**config.mk**
```make
export PLATFORM = sky130hd
export DESIGN_NAME = usw_ctrl
export DESIGN_NICKNAME = d
export VERILOG_FILES = /design/src/usw_pkg.sv /design/src/usw_ctrl.sv
export SDC_FILE = /design/constraint.sdc
export NUM_CORES = 1
export LEC_CHECK = 0
export BUFFER_PORTS_ARGS = -buffer_cell sky130_fd_sc_hd__clkbuf_2
export CORE_ASPECT_RATIO = 0.7
export CORE_UTILIZATION = 50
export CTS_CLUSTER_DIAMETER = 50
export DETAILED_ROUTE_END_ITERATION = 7
export PLACE_DENSITY_LB_ADDON = 0.15
export SKIP_CTS_REPAIR_TIMING = 1
export SLEW_MARGIN = 15
export SYNTH_ARGS = -nofsm -noshare
export SYNTH_HDL_FRONTEND = slang
export SYNTH_SLANG_ARGS = --single-unit
```
**constraint.sdc**
```tcl
create_clock -name mclk -period 2.4 [get_ports mclk]
set_clock_uncertainty 0.2 [all_clocks]
set_input_delay 0.12 -clock mclk [delete_from_list [all_inputs] [get_ports mclk]]
set_output_delay 0.12 -clock mclk [all_outputs]
set_load 0.005 [all_outputs]
```
**src/usw_pkg.sv**
```systemverilog
// Package for the serial wire and clock control block.
// Assumes an APB slave with 32-bit data and byte addresses.
package usw_pkg;
    // ------------------------------------------------------------
    // Register offsets
    // ------------------------------------------------------------
    localparam logic [7:0] CTRL_OFS = 8'h00; // Control register
    localparam logic [7:0] STAT_OFS = 8'h04; // Status: flags and counter
    localparam logic [7:0] DATA_OFS = 8'h08; // Shift register
    localparam logic [7:0] PORT_OFS = 8'h0C; // Port and direction bits
    // ------------------------------------------------------------
    // Control field positions
    // ------------------------------------------------------------
    localparam int WM_HI = 5;  // Wire mode field high bit
    localparam int WM_LO = 4;  // Wire mode field low bit
    localparam int CS_HI = 3;  // Clock source select high bit
    localparam int CS_LO = 2;  // Clock source select low bit
    localparam int CLK_BIT = 1; // Clock strobe bit
    localparam int TC_BIT = 0;  // Toggle clock bit
    // Status field positions
    localparam int SIF_BIT = 7; // Start condition flag
    localparam int OIF_BIT = 6; // Counter overflow flag
    // Port register positions
    localparam int PDO_BIT = 0; // Data output port bit
    localparam int PDI_BIT = 1; // Data in pin port bit
    localparam int PCK_BIT = 2; // Clock pin port bit
    localparam int DDO_BIT = 4; // Data output direction bit
    localparam int DDI_BIT = 5; // Data in pin direction bit
    localparam int DCK_BIT = 6; // Clock pin direction bit
    // ------------------------------------------------------------
    // Reset values
    // ------------------------------------------------------------
    localparam logic [7:0] CTRL_RST = 8'h00;
    localparam logic [7:0] DATA_RST = 8'h00;
    localparam logic [7:0] PORT_RST = 8'h00;
    localparam logic [3:0] CNT_RST = 4'h0;
    localparam logic [3:0] CNT_MAX = 4'hF; // Counter wraps after this
    // Wire modes
    typedef enum logic [1:0] {WM_OFF, WM_THREE, WM_TWO, WM_TWO_HOLD} usw_wm_t;
endpackage

```
**src/usw_ctrl.sv**
```systemverilog
// Contract
// - Wire mode affects outputs and start detect; other inputs always work
// - Mode zero: outputs, hold, start detect off
// - Three-wire: shift output replaces data port bit
// - Three-wire: data in, clock pins unchanged
// - Two-wire: open-drain pins enabled by direction
// - Data pulled low on shifter or port zero
// - Clock pulled low on port zero or start
// - Start detect holds clock until flag cleared
// - Two-wire disables pull-ups on both pins
// - Mode three also holds clock after overflow
// - External clock: output changes opposite edge
// - Clock select table for strobe and timer
// - External edges shift; counter both or toggle
// - Clock strobe shifts and increments once
// - Strobe shifts in previously sampled input
// - Strobe and toggle bits read zero
// - Toggle bit inverts clock port value
// - External with strobe set: toggle counts
// - Overflow flag set on wrap to zero
// - Start flag cleared by writing one
//
// Control for the serial interface wire modes and clock sources.
// Assumes an APB master on mclk and pins resolved outside.
//
// Design decisions made here: the register addresses and the APB slave port.
`timescale 1ns/1ns
module usw_ctrl
(
    // Clock and reset
    input wire logic mclk,
    input wire logic resetn,
    // APB slave
    input wire logic psel,
    input wire logic penable,
    input wire logic pwrite,
    input wire logic [7:0] paddr,
    input wire logic [31:0] pwdata,
    output logic [31:0] prdata,
    output logic pready,
    output logic pslverr,
    // Timer compare match pulse, same domain
    input wire logic timer_match,
    // Start detector request, asynchronous
    input wire logic start_detect,
    // Pins: data output
    output logic do_o,
    output logic do_oe,
    output logic do_pullup,
    // Pins: data in / two-wire data
    input wire logic sdi_i,
    output logic sdi_o,
    output logic sdi_oe,
    output logic sdi_pullup,
    // Pins: clock
    input wire logic sck_i,
    output logic sck_o,
    output logic sck_oe,
    output logic sck_pullup
);
    // ------------------------------------------------------------
    // Registers and synchronisers
    // ------------------------------------------------------------
    logic [7:0] ctrl_r; // Control (toggle bit never stored; strobe bit kept only with external select)
    logic [7:0] data_r; // Shift register
    logic [7:0] port_r; // Port and direction bits
    logic [3:0] cnt_r; // 4-bit counter
    logic sif_r; // Start condition flag
    logic oif_r; // Counter overflow flag
    logic do_latch_r; // Output latch
    logic [1:0] sck_s_r; // Clock pin synchroniser
    logic [1:0] sdi_s_r; // Data pin synchroniser
    logic [1:0] st_s_r; // Start detect synchroniser
    logic sck_d_r; // Previous synchronised clock
    logic st_d_r; // Previous start level
    logic sdi_prev_r; // Input sampled last cycle
    logic [31:0] prdata_r; // Read data
    // ------------------------------------------------------------
    // Decode
    // ------------------------------------------------------------
    wire wr = psel && penable && pwrite;
    wire rd = psel && penable && !pwrite;
    wire hit = paddr == usw_pkg::CTRL_OFS || paddr == usw_pkg::STAT_OFS
        || paddr == usw_pkg::DATA_OFS || paddr == usw_pkg::PORT_OFS;
    wire wr_ctrl = wr && paddr == usw_pkg::CTRL_OFS;
    wire wr_stat = wr && paddr == usw_pkg::STAT_OFS;
    wire wr_data = wr && paddr == usw_pkg::DATA_OFS;
    wire wr_port = wr && paddr == usw_pkg::PORT_OFS;
    wire [1:0] wm = ctrl_r[usw_pkg::WM_HI:usw_pkg::WM_LO];
    wire cs1 = ctrl_r[usw_pkg::CS_HI];
    wire cs0 = ctrl_r[usw_pkg::CS_LO];
    wire clk_sel = ctrl_r[usw_pkg::CLK_BIT]; // Stored for external select
    wire two_wire = wm[1];
    wire strobe_w = wr_ctrl && pwdata[usw_pkg::CLK_BIT];
    wire toggle_w = wr_ctrl && pwdata[usw_pkg::TC_BIT];
    // Edges on synchronised clock pin, usable in any mode
    wire sck_s = sck_s_r[1];
    wire sck_rise = sck_s && !sck_d_r;
    wire sck_fall = !sck_s && sck_d_r;
    wire start_ev = st_s_r[1] && !st_d_r && two_wire;
    // Clock source decode
    wire sw_clk = !cs1 && !cs0 && strobe_w;
    wire tm_clk = !cs1 && cs0 && timer_match;
    wire ext_sh = cs1 && (cs0 ? sck_fall : sck_rise);
    wire ext_cnt = cs1 && (clk_sel ? toggle_w : (sck_rise || sck_fall));
    wire shift_en = sw_clk || tm_clk || ext_sh;
    wire cnt_en = sw_clk || tm_clk || ext_cnt;
    wire wrap = cnt_en && cnt_r == usw_pkg::CNT_MAX;
    // Sample: strobe uses previous cycle, others current
    wire shift_in = sw_clk ? sdi_prev_r : sdi_s_r[1];
    // ------------------------------------------------------------
    // Synchronisers
    // ------------------------------------------------------------
    always_ff @(posedge mclk or negedge resetn)
    begin
        if (!resetn)
        begin
            sck_s_r <= 2'h0;
            sdi_s_r <= 2'h0;
            st_s_r <= 2'h0;
            sck_d_r <= 1'b0;
            st_d_r <= 1'b0;
            sdi_prev_r <= 1'b0;
        end
        else
        begin
            sck_s_r <= {sck_s_r[0], sck_i};
            sdi_s_r <= {sdi_s_r[0], sdi_i};
            st_s_r <= {st_s_r[0], start_detect};
            sck_d_r <= sck_s_r[1];
            st_d_r <= st_s_r[1];
            sdi_prev_r <= sdi_s_r[1];
        end
    end
    // ------------------------------------------------------------
    // Control and port registers
    // ------------------------------------------------------------
    always_ff @(posedge mclk or negedge resetn)
    begin
        if (!resetn)
        begin
            ctrl_r <= usw_pkg::CTRL_RST;
            port_r <= usw_pkg::PORT_RST;
        end
        else
        begin
            if (wr_ctrl)
                ctrl_r <= {pwdata[7:2], pwdata[usw_pkg::CLK_BIT] & pwdata[usw_pkg::CS_HI], 1'b0};
            // Toggle inverts clock port bit regardless of direction
            if (wr_port)
                port_r <= pwdata[7:0];
            else if (toggle_w)
                port_r[usw_pkg::PCK_BIT] <= !port_r[usw_pkg::PCK_BIT];
        end
    end
    // ------------------------------------------------------------
    // Shift register and counter; a write wins over a shift
    // ------------------------------------------------------------
    always_ff @(posedge mclk or negedge resetn)
    begin
        if (!resetn)
        begin
            data_r <= usw_pkg::DATA_RST;
            cnt_r <= usw_pkg::CNT_RST;
        end
        else
        begin
            if (wr_data)
                data_r <= pwdata[7:0];
            else if (shift_en)
                data_r <= {data_r[6:0], shift_in};
            if (wr_stat)
                cnt_r <= pwdata[3:0];
            else if (cnt_en)
                cnt_r <= cnt_r + 4'h1;
        end
    end
    // ------------------------------------------------------------
    // Flags: set wins over a write-one clear
    // ------------------------------------------------------------
    always_ff @(posedge mclk or negedge resetn)
    begin
        if (!resetn)
        begin
            sif_r <= 1'b0;
            oif_r <= 1'b0;
        end
        else
        begin
            if (start_ev)
                sif_r <= 1'b1;
            else if (wr_stat && pwdata[usw_pkg::SIF_BIT])
                sif_r <= 1'b0;
            if (wrap)
                oif_r <= 1'b1;
            else if (wr_stat && pwdata[usw_pkg::OIF_BIT])
                oif_r <= 1'b0;
        end
    end
    // ------------------------------------------------------------
    // Output latch: external clock updates on the low phase (select 10) or the high phase (select 11)
    // ------------------------------------------------------------
    wire latch_open = !cs1 || (cs0 ? sck_s : !sck_s);
    always_ff @(posedge mclk or negedge resetn)
    begin
        if (!resetn)
            do_latch_r <= 1'b0;
        else if (latch_open)
            do_latch_r <= data_r[7];
    end
    // Transparent for internal sources, so the MSB passes at once
    wire msb_out = !cs1 ? data_r[7] : do_latch_r;
    // ------------------------------------------------------------
    // Pin drivers
    // ------------------------------------------------------------
    wire hold = (sif_r && two_wire) || (oif_r && wm == 2'h3);
    wire tw_sda_low = !(msb_out && port_r[usw_pkg::PDI_BIT]);
    wire tw_scl_low = !port_r[usw_pkg::PCK_BIT] || hold;
    always_comb
    begin
        // Plain port behaviour by default
        do_o = port_r[usw_pkg::PDO_BIT];
        do_oe = port_r[usw_pkg::DDO_BIT];
        do_pullup = !port_r[usw_pkg::DDO_BIT] && port_r[usw_pkg::PDO_BIT];
        sdi_o = port_r[usw_pkg::PDI_BIT];
        sdi_oe = port_r[usw_pkg::DDI_BIT];
        sdi_pullup = !port_r[usw_pkg::DDI_BIT] && port_r[usw_pkg::PDI_BIT];
        sck_o = port_r[usw_pkg::PCK_BIT];
        sck_oe = port_r[usw_pkg::DCK_BIT];
        sck_pullup = !port_r[usw_pkg::DCK_BIT] && port_r[usw_pkg::PCK_BIT];
        if (wm == 2'h1)
            do_o = msb_out;
        if (two_wire)
        begin
            // Open drain: drive only low, pull-ups off
            sdi_o = 1'b0;
            sdi_oe = port_r[usw_pkg::DDI_BIT] && tw_sda_low;
            sck_o = 1'b0;
            sck_oe = port_r[usw_pkg::DCK_BIT] && tw_scl_low;
            sdi_pullup = 1'b0;
            sck_pullup = 1'b0;
        end
    end
    // ------------------------------------------------------------
    // Read back; strobe bits read zero
    // ------------------------------------------------------------
    wire [7:0] stat_v = {sif_r, oif_r, 2'h0, cnt_r};
    wire [7:0] rd_v = paddr == usw_pkg::CTRL_OFS ? {ctrl_r[7:2], 2'h0}
        : paddr == usw_pkg::STAT_OFS ? stat_v
        : paddr == usw_pkg::DATA_OFS ? data_r
        : paddr == usw_pkg::PORT_OFS ? port_r : 8'h00;
    always_ff @(posedge mclk or negedge resetn)
    begin
        if (!resetn)
            prdata_r <= 32'h0;
        else if (psel && !penable && !pwrite)
            prdata_r <= {24'h0, rd_v};
    end
    assign prdata = prdata_r;
    assign pready = 1'b1;
    assign pslverr = (wr || rd) && !hit;
endmodule // usw_ctrl

```
After elaboration in Yosys (flattened, before gate mapping)
Index checks and enable logic that the tools add are counted.
{"block": "classes", "bitwise_logic": 1, "eq_ne": 6, "reduce_logical": 63, "addsub": 1, "muxes": 26}
{"cell": "8-bit two-way mux", "count": 6}
{"cell": "1-bit logical AND", "count": 33}
{"cell": "1-bit two-way mux", "count": 18}
{"cell": "8-bit by 4-bit == test with 1-bit output, second input constant", "count": 2}
{"cell": "1-bit logical NOT", "count": 13}
{"cell": "1-bit logical OR", "count": 11}
{"cell": "2-bit nonzero test", "count": 5}
{"cell": "8-bit by 3-bit == test with 1-bit output, second input constant", "count": 1}
{"cell": "8-bit logical NOT", "count": 1}
{"cell": "4-bit two-way mux", "count": 2}
{"cell": "4-bit by 1-bit adder with 4-bit output, second input constant", "count": 1}
{"cell": "4-bit == test, second input constant", "count": 1}
{"cell": "2-bit by 1-bit == test with 1-bit output, second input constant", "count": 1}
{"cell": "2-bit == test, second input constant", "count": 1}
{"cell": "1-bit bitwise AND", "count": 1}
{"block": "totals", "in_bits": 49, "register_bits": 47, "elab_cells": 112}

Logic depth before layout (Yosys ltp)
Gate-level depths: netlist of the first run.
{"block": "logic_depth", "depth_word": 9, "mapped_depth": 8}

Least setup slack after synthesis of the first run
OpenSTA, ideal clock, no wires.
{"block": "synth_path", "path_kind": "register to register", "startpoint": "reg sck_s_r[1]", "endpoint": "reg data_r[0]", "setup_time_ns": 0.125, "required_time_ns": 2.075, "path_buffers": 0, "path_stages_with_launch": 8, "t_arrival_ns": 1.880, "path_slack_ns": 0.195, "synth_period_minus_slack_ns": 2.205, "cell_sequence": "dfrtp_1 inv_1 ha_1 mux2_2 a21oi_1 mux2_2 mux2_1 mux2_4"}
{"block": "synth_between", "elab_chain_cells": 6, "word_cells_on_any_way": 7}
{"item": "from (decl)", "line_no": "usw_ctrl.sv:71", "text": "logic [1:0] sck_s_r;"}
{"item": "from (signal assigned)", "line_no": "usw_ctrl.sv:127", "text": "sck_s_r <= {sck_s_r[0], sck_i};"}
{"item": "1-bit logical NOT", "line_no": "usw_ctrl.sv:99", "text": "wire sck_fall = !sck_s && sck_d_r;"}
{"item": "1-bit logical AND", "line_no": "usw_ctrl.sv:99"}
{"item": "1-bit two-way mux *", "line_no": "usw_ctrl.sv:104", "text": "wire ext_sh = cs1 && (cs0 ? sck_fall : sck_rise);"}
{"item": "1-bit logical AND *", "line_no": "usw_ctrl.sv:104"}
{"item": "1-bit logical OR *", "line_no": "usw_ctrl.sv:106", "text": "wire shift_en = sw_clk || tm_clk || ext_sh;"}
{"item": "2-bit nonzero test (no line) *"}
{"item": "to (signal assigned)", "line_no": "usw_ctrl.sv:163", "text": "data_r <= usw_pkg::DATA_RST;"}
{"item": "to (signal assigned)", "line_no": "usw_ctrl.sv:169", "text": "data_r <= pwdata[7:0];"}
{"item": "to (signal assigned)", "line_no": "usw_ctrl.sv:171", "text": "data_r <= {data_r[6:0], shift_in};"}
{"item": "to (decl)", "line_no": "usw_ctrl.sv:65", "text": "logic [7:0] data_r;"}
Every way passes the cells marked *; elsewhere a longest branch is shown, timed or not.
A chain may end at the register's enable or synchronous reset.

Worst setup path after layout of the first run
Same ends and word-level chain as after synthesis.

==> results of run 1 <==
==> power by group through the flow <==
stage / combinational, mW / sequential [mW] / clock, mW
5_1_grt: 0.213 / 0.857 / 0.648
6_report: 0.188 / 0.852 / 0.603
2_1_floorplan: 0.132 / 0.858 / 0
3_3_place_gp: 0.165 / 0.866 / 0
4_1_cts: 0.172 / 0.852 / 0.619
3_5_place_dp: 0.171 / 0.867 / 0
==> state kept, by name, indices dropped and copies added (netlist names) <==
| signal | flops |
|---|---|
| data_r | 8 |
| port_r | 8 |
| prdata | 8 |
| ctrl_r | 7 |
| cnt_r | 4 |
| sck_s_r | 2 |
| sdi_s_r | 2 |
| st_s_r | 2 |
| do_latch_r | 1 |
| oif_r | 1 |
| sck_d_r | 1 |
| sdi_prev_r | 1 |
| sif_r | 1 |
| st_d_r | 1 |
==> cell type report <==
class	count	area (sq um)	share of cell area, %
Clock buffer	5	68.8	2.22
Clock inverter	3	47.5	1.53
Inverter	9	33.8	1.09
Multi-Input combinational cell	176	1230	39.6
Sequential cell	47	1180	37.9
Tap cell	69	86.3	2.78
Timing Repair Buffer	68	460	14.8
==> logic make-up (layout without fill, tap and decap cells) <==
logic type               count (synthesis)  in the layout
other                                    2             25
AO/OA/AOI/OAI                           39             39
flip-flops                              47             47
multiplexers                            36             36
AND/OR/NAND/NOR                         71             71
XOR/XNOR                                 2              2
buffers and inverters                   44             85
adder cells (fa/ha/maj)                  3              3
==> how the worst max path moves through the flow <==
stage,start,endpoint,slack (ns),cells past startpoint
finish,sck_s_r[1],data_r[0],0.12,7
global route,sck_s_r[1],data_r[0],0.01,7
CTS,sck_s_r[1],data_r[0],0.06,7
detailed placement,sck_s_r[1],data_r[0],0.07,7
global placement,sck_s_r[1],data_r[0],0.12,7
floorplan,sck_s_r[1],data_r[0],0.20,7
==> cells in the mapped netlist (2+ instances only) <==
master	number
nor2_1	17
dfrtp_1	47
nor2b_1	7
mux2i_1	12
nand2b_1	2
mux4_2	4
clkbuf_1	7
a21oi_1	13
conb_1	2
buf_4	26
nor3b_1	3
ha_1	3
o211ai_1	2
inv_1	9
o21ai_0	10
a31oi_1	5
nand2_1	20
a32oi_1	2
nand3_1	6
mux2_2	18
o21a_1	2
==> worst max-delay path, cell delays in order (launching register included) <==
cell	delay (ns)
dfrtp_1	0.39
inv_1	0.06
ha_1	0.18
mux2_2	0.25
a21oi_1	0.20
mux2_2	0.35
mux2_1	0.29
mux2_4	0.26
==> metal layers <==
layer | global-route usage (%) | share of wire (%)
met2 | 28.3 | 42
met5 | 0 | 0
met1 | 34.5 | 51
met3 | 4.52 | 5.6
met4 | 4.92 | 0.67
==> per-stage QoR <==
| stage | power, mW | instances | area (sq um) |
|---|---|---|---|
| 3_5_place_dp | 1.04 | 355 | 2850 |
| 5_1_grt | 1.72 | 377 | 3100 |
| 3_3_place_gp | 1.03 | 355 | 2850 |
| 4_1_cts | 1.64 | 363 | 2970 |
| 6_report | 1.64 | 377 | 3100 |
| 2_1_floorplan | 0.990 | 267 | 2680 |
==> qor.txt, run 1 <==
CTS tree -> done
WS Path Type -> reg -> reg
Clk sink count -> 47
Final worst-path cycle share -> 95.0%
Largest net degree at the start of global routing -> 25
Post-Synth Simple-Gate Area -> 15.2%
RSZ-0062 raised after global routing -> no
Worst Slack Setup Final -> 0.119 ns
Pwr dens -> 530 nW/um^2
GR Util All Layers -> 21.2%
Max-cap violation count -> 0
Hold Path Sink -> prdata[3]
Yosys top cell area share -> 45.4%
Die width -> 88 um
Die Span Y -> 62.2 um
Sequential element share of the synthesized area -> 45.4%
Largest area contributor in the netlist -> dfrtp_1
Fmax -> 438 MHz
Critical Path Fanout Max -> 3
Area Growth Syn to Fin -> 19.8%
Reg2Reg Setup Slack -> 0.12 ns
Most common cell after layout, fill and taps aside -> dfrtp_1
I/O Pins -> 92
GP Congestion -> 0.781
GRT Residual Overflow -> 0
WL final -> 5390 um
Fraction of power consumed by the clock network -> 36.7%
P_sw -> 0.411 mW
Mean Syn Cell Area -> 10.6 sq um
Worst hold margin -> 0.0520 ns
R2r worst-path depth -> 7
Complex-gate fraction of the synthesized area -> 9.57%
Ratio of cells with drive above 1 in the final layout -> 31.2%
Pre-antenna DRT Iters -> 4
Mux share of post-synthesis cell area -> 17.0%
Primary FF master, synth -> dfrtp_1
First-pass GRT wire length -> 8690 um
WP data required -> 2.40 ns
R2r endpoint -> data_r[0]
Slew Viols, Final -> 0
Largest family of logic cells by synthesized area -> multiplexers
Hold Path Stages -> 4
Initial antenna violation count -> 0
Netlist cell types -> 48
FFs w/ async S/R, synth -> 100%
Synth top area cells -> dfrtp_1, mux2_2, buf_4
Worst setup EP type -> flip-flop
Final setup viols -> 0
CTS buffer count -> 5
Worst-skew pair later-pin latency -> 0.31 ns
Setup TNS -> 0 ns
Crit path launch type -> flip-flop
Most frequent cells in the layout -> dfrtp_1, clkbuf_2, conb_1
Slew margin rel. -> 58.4%
Core area -> 4890 sq um
Number of synthesized flops with an enable pin -> 0
CTS Buffer Depth -> 2
Row count -> 21
Synthesized area -> 2590 sq um
Synth Area in XOR/XNOR -> 0.677%
Reg power frac -> 51.9%
Final nets -> 359
Post-DRT Antenna Nets -> 0
FF+latch count, synth -> 47
Min Clock Period, post-route -> 2.28 ns
Ys Warns -> 0
Worst R2R Start -> sck_s_r[1]
Initial DRC count -> 138
Cell Int Power -> 1.23 mW
H-tree depth -> 2
Place WS -> 0.0656 ns
Hold crit path type -> in -> reg
Final core utilization -> 63.5%
N_diodes -> 0
Hold Crit Start -> pwrite
Port buffer count -> 42
DP HPWL -> 3970 um
Fillers -> 435
Detail-routed via count per cell -> 5.14
Peak VDD IR -> 333 uV
Wire per inst -> 14.3 um
Crit path DAT -> 2.28 ns
Static Leak -> 1.52 nW
Number of global-route vias before repair -> 1,718
Adder-Cell Fraction of Synth Area -> 1.45%
Status -> finished clean
Root Buffer -> clkbuf_8
Vias -> 1,938
Die area -> 5470 sq um
Worst-path clk slew -> 0.10 ns
Gate Count Post-Synth -> 244
Sw Share -> 25.0%
Slew @ Worst Pin -> 0.624 ns
Final hold violation count -> 0
Gate power share -> 11.5%
DRC violations left -> 0
Starting Density -> 53.0%
No activity file was read; power rests on OpenSTA's default activity.
==> run 2, diff against run 1 <==
--- a/config.mk
+++ b/config.mk
@@ -7,7 +7,8 @@
 export LEC_CHECK = 0
 export BUFFER_PORTS_ARGS = -buffer_cell sky130_fd_sc_hd__clkbuf_2
 export CORE_ASPECT_RATIO = 0.7
-export CORE_UTILIZATION = 50
+export CORE_UTILIZATION = 52
+export CTS_BUF_LIST = sky130_fd_sc_hd__clkbuf_4 sky130_fd_sc_hd__clkbuf_8
 export CTS_CLUSTER_DIAMETER = 50
 export DETAILED_ROUTE_END_ITERATION = 7
 export PLACE_DENSITY_LB_ADDON = 0.15
==> run 2 against run 1 <==
  * The run now ends with DRC left
  * Cell count grew 0.27%
  * Die area shrank 3.7%
  * Clock power shrank 14%
  * First-iteration DRC count grew 10%
  * Register-to-register slack lost 0.02 ns
==> qor.txt, run 2 (synthesis gave the netlist of run 1 again) <==
Hold crit path type -> in -> reg
Crit path DAT -> 2.29 ns (about the same)
Placed insts -> 357 (+0.56%)
Max-cap violation count -> 0 (unchanged)
Clk sink count -> 47 (unchanged)
Slew @ Worst Pin -> 0.720 ns (+0.0953 ns)
Worst-path clk slew -> 0.09 ns (about the same)
CTS buffer count -> 5 (unchanged)
Worst-skew pair later-pin latency -> 0.30 ns (about the same)
Wire per inst -> 14.3 um (-0.15%)
Final nets -> 360 (+0.28%)
Detail-routed via count per cell -> 5.04 (-2.0%)
Worst path slowest cell -> dfrtp_1
RSZ-0062 raised after global routing -> no
Final worst-path cycle share -> 96.0% (+0.94 points)
Core area -> 4780 sq um (-2.2%)
Final hold violation count -> 0 (unchanged)
Pre-antenna DRT Iters -> 7 (+3)
Die width -> 86.3 um (-1.9%)
CP Cell Sequence -> inv_1 -> ha_1 -> mux2_2 -> a21oi_1 -> mux2_2 -> mux2_1 -> mux2_4
Vias -> 1,905 (-1.7%)
Number of global-route vias before repair -> 1,610 (-6.3%)
WL final -> 5390 um (+0.11%)
CTS tree -> done
Setup TNS -> 0 ns (unchanged)
Slew Viols, Final -> 0 (unchanged)
GRT Residual Overflow -> 0 (unchanged)
Die area -> 5270 sq um (-3.7%)
N_diodes -> 0 (unchanged)
Routing usage on met2 -> 31.4% (+3.1 points)
Critical Path Fanout Max -> 4 (+1)
Initial DRC count -> 152 (+10%)
Final setup viols -> 0 (unchanged)
Port buffer count -> 42 (unchanged)
Die Span Y -> 61.0 um (-1.9%)
WP data required -> 2.39 ns (about the same)
Starting Density -> 54.1% (+1.2 points)
First-pass GRT wire length -> 8310 um (-4.4%)
Slew margin rel. -> 52.0% (-6.4 points)
Area Growth Syn to Fin -> 19.0%
Crit-path most repeated cell -> mux2_2
Row count -> 21 (unchanged)
DRC violations left -> 2 (+2)
Largest net degree at the start of global routing -> 30 (+20%)
GRT met3 Usage -> 4.83% (+0.30 points)
Violated checks -> DRC
WS Path Type -> reg -> reg
Initial antenna violation count -> 0 (unchanged)
Ratio of cells with drive above 1 in the final layout -> 31.1% (-0.10 points)
Min Clock Period, post-route -> 2.30 ns (+0.0227 ns)
Met1 Use GR -> 32.0% (-2.5 points)
Peak VDD IR -> 271 uV (-19%)
Worst Slack Setup Final -> 0.0962 ns (-0.0227 ns)
Most common cell after layout, fill and taps aside -> dfrtp_1
Fmax -> 434 MHz (-0.98%)
Status -> finished, violations left
Static Leak -> 1.51 nW (-0.53%)
Post-DRT Antenna Nets -> 0 (unchanged)
Max stage delay on crit path -> 0.40 ns (about the same)
Final Non-Filler Cells -> 378 (+0.27%)
CTS Buffer Depth -> 2 (unchanged)
DP HPWL -> 3990 um (+0.60%)
Pwr dens -> 505 nW/um^2 (-4.6%)
Worst setup EP type -> flip-flop
I/O Pins -> 92 (unchanged)
Crit path launch type -> flip-flop
Place WS -> 0.115 ns (+0.0494 ns)
H-tree depth -> 2 (unchanged)
Most frequent cells in the layout -> dfrtp_1, clkbuf_2, conb_1
Root Buffer -> clkbuf_8
Most Crowded Layer GR -> met1
GR Util All Layers -> 21.4% (+0.24 points)
GP Congestion -> 0.825 (+5.6%)
## run 2: critical path: cells and delay by family (launching register included)
kind	cells	cell delay (ns)
buffers and inverters	1	0.06
adder cells (fa/ha/maj)	1	0.19
flip-flops	1	0.40
multiplexers	4	1.17
AO/OA/AOI/OAI	1	0.18
## run 2: area by class of cell
class	count	area, sq um
multi-input combinational	176	1230
tap	69	86.3
clock buffer	7	90.1
clock inverter	1	8.76
timing repair buffer	69	458
fill	414	1700
sequential	47	1180
inverter	9	33.8
## run 2: stage by stage
stage                     power (mW)  utilization (%)  hold WS, ns  area [sq um]
after floorplan                0.990                -       -0.376          2680
after global placement          1.03             59.7      0.00427          2850
after detailed placement        1.03             59.7      0.00831          2850
after CTS                       1.55             61.7       -0.326          2950
after global routing            1.62             64.4        0.108          3080
final                           1.56             64.4       0.0568          3080
## run 2: where the power goes
part	internal [mW]	leakage (nW)	switching (mW)	total, mW
Sequential	0.822	0.622	0.0289	0.851
Clock	0.248	0.0519	0.273	0.521
Combinational	0.0911	0.834	0.0930	0.184
Total	1.16	1.51	0.395	1.56
## run 2: final timing paths
check / start / to / slack (ns) / depth (start not counted)
worst max-delay path: sck_s_r[1] / data_r[0] / 0.1 / 7
worst min-delay path: pwrite / prdata[6] / 0.06 / 4
worst max register to register: sck_s_r[1] / data_r[0] / 0.1 / 7
worst min register to register: st_s_r[0] / st_s_r[1] / 0.15 / 0
max in group asynchronous: resetn / cnt_r[1] / 1.14 / 3
min in group asynchronous: resetn / prdata[2] / 0.20 / 2
## run 2: routing by layer
| metal | vias up | share of wire [%] |
|---|---|---|
| met5 | - | 0 |
| met4 | 0 | 1.1 |
| met3 | 7 | 5.4 |
| met2 | 66 | 41 |
| met1 | 903 | 53 |
| li1 | 929 | - |
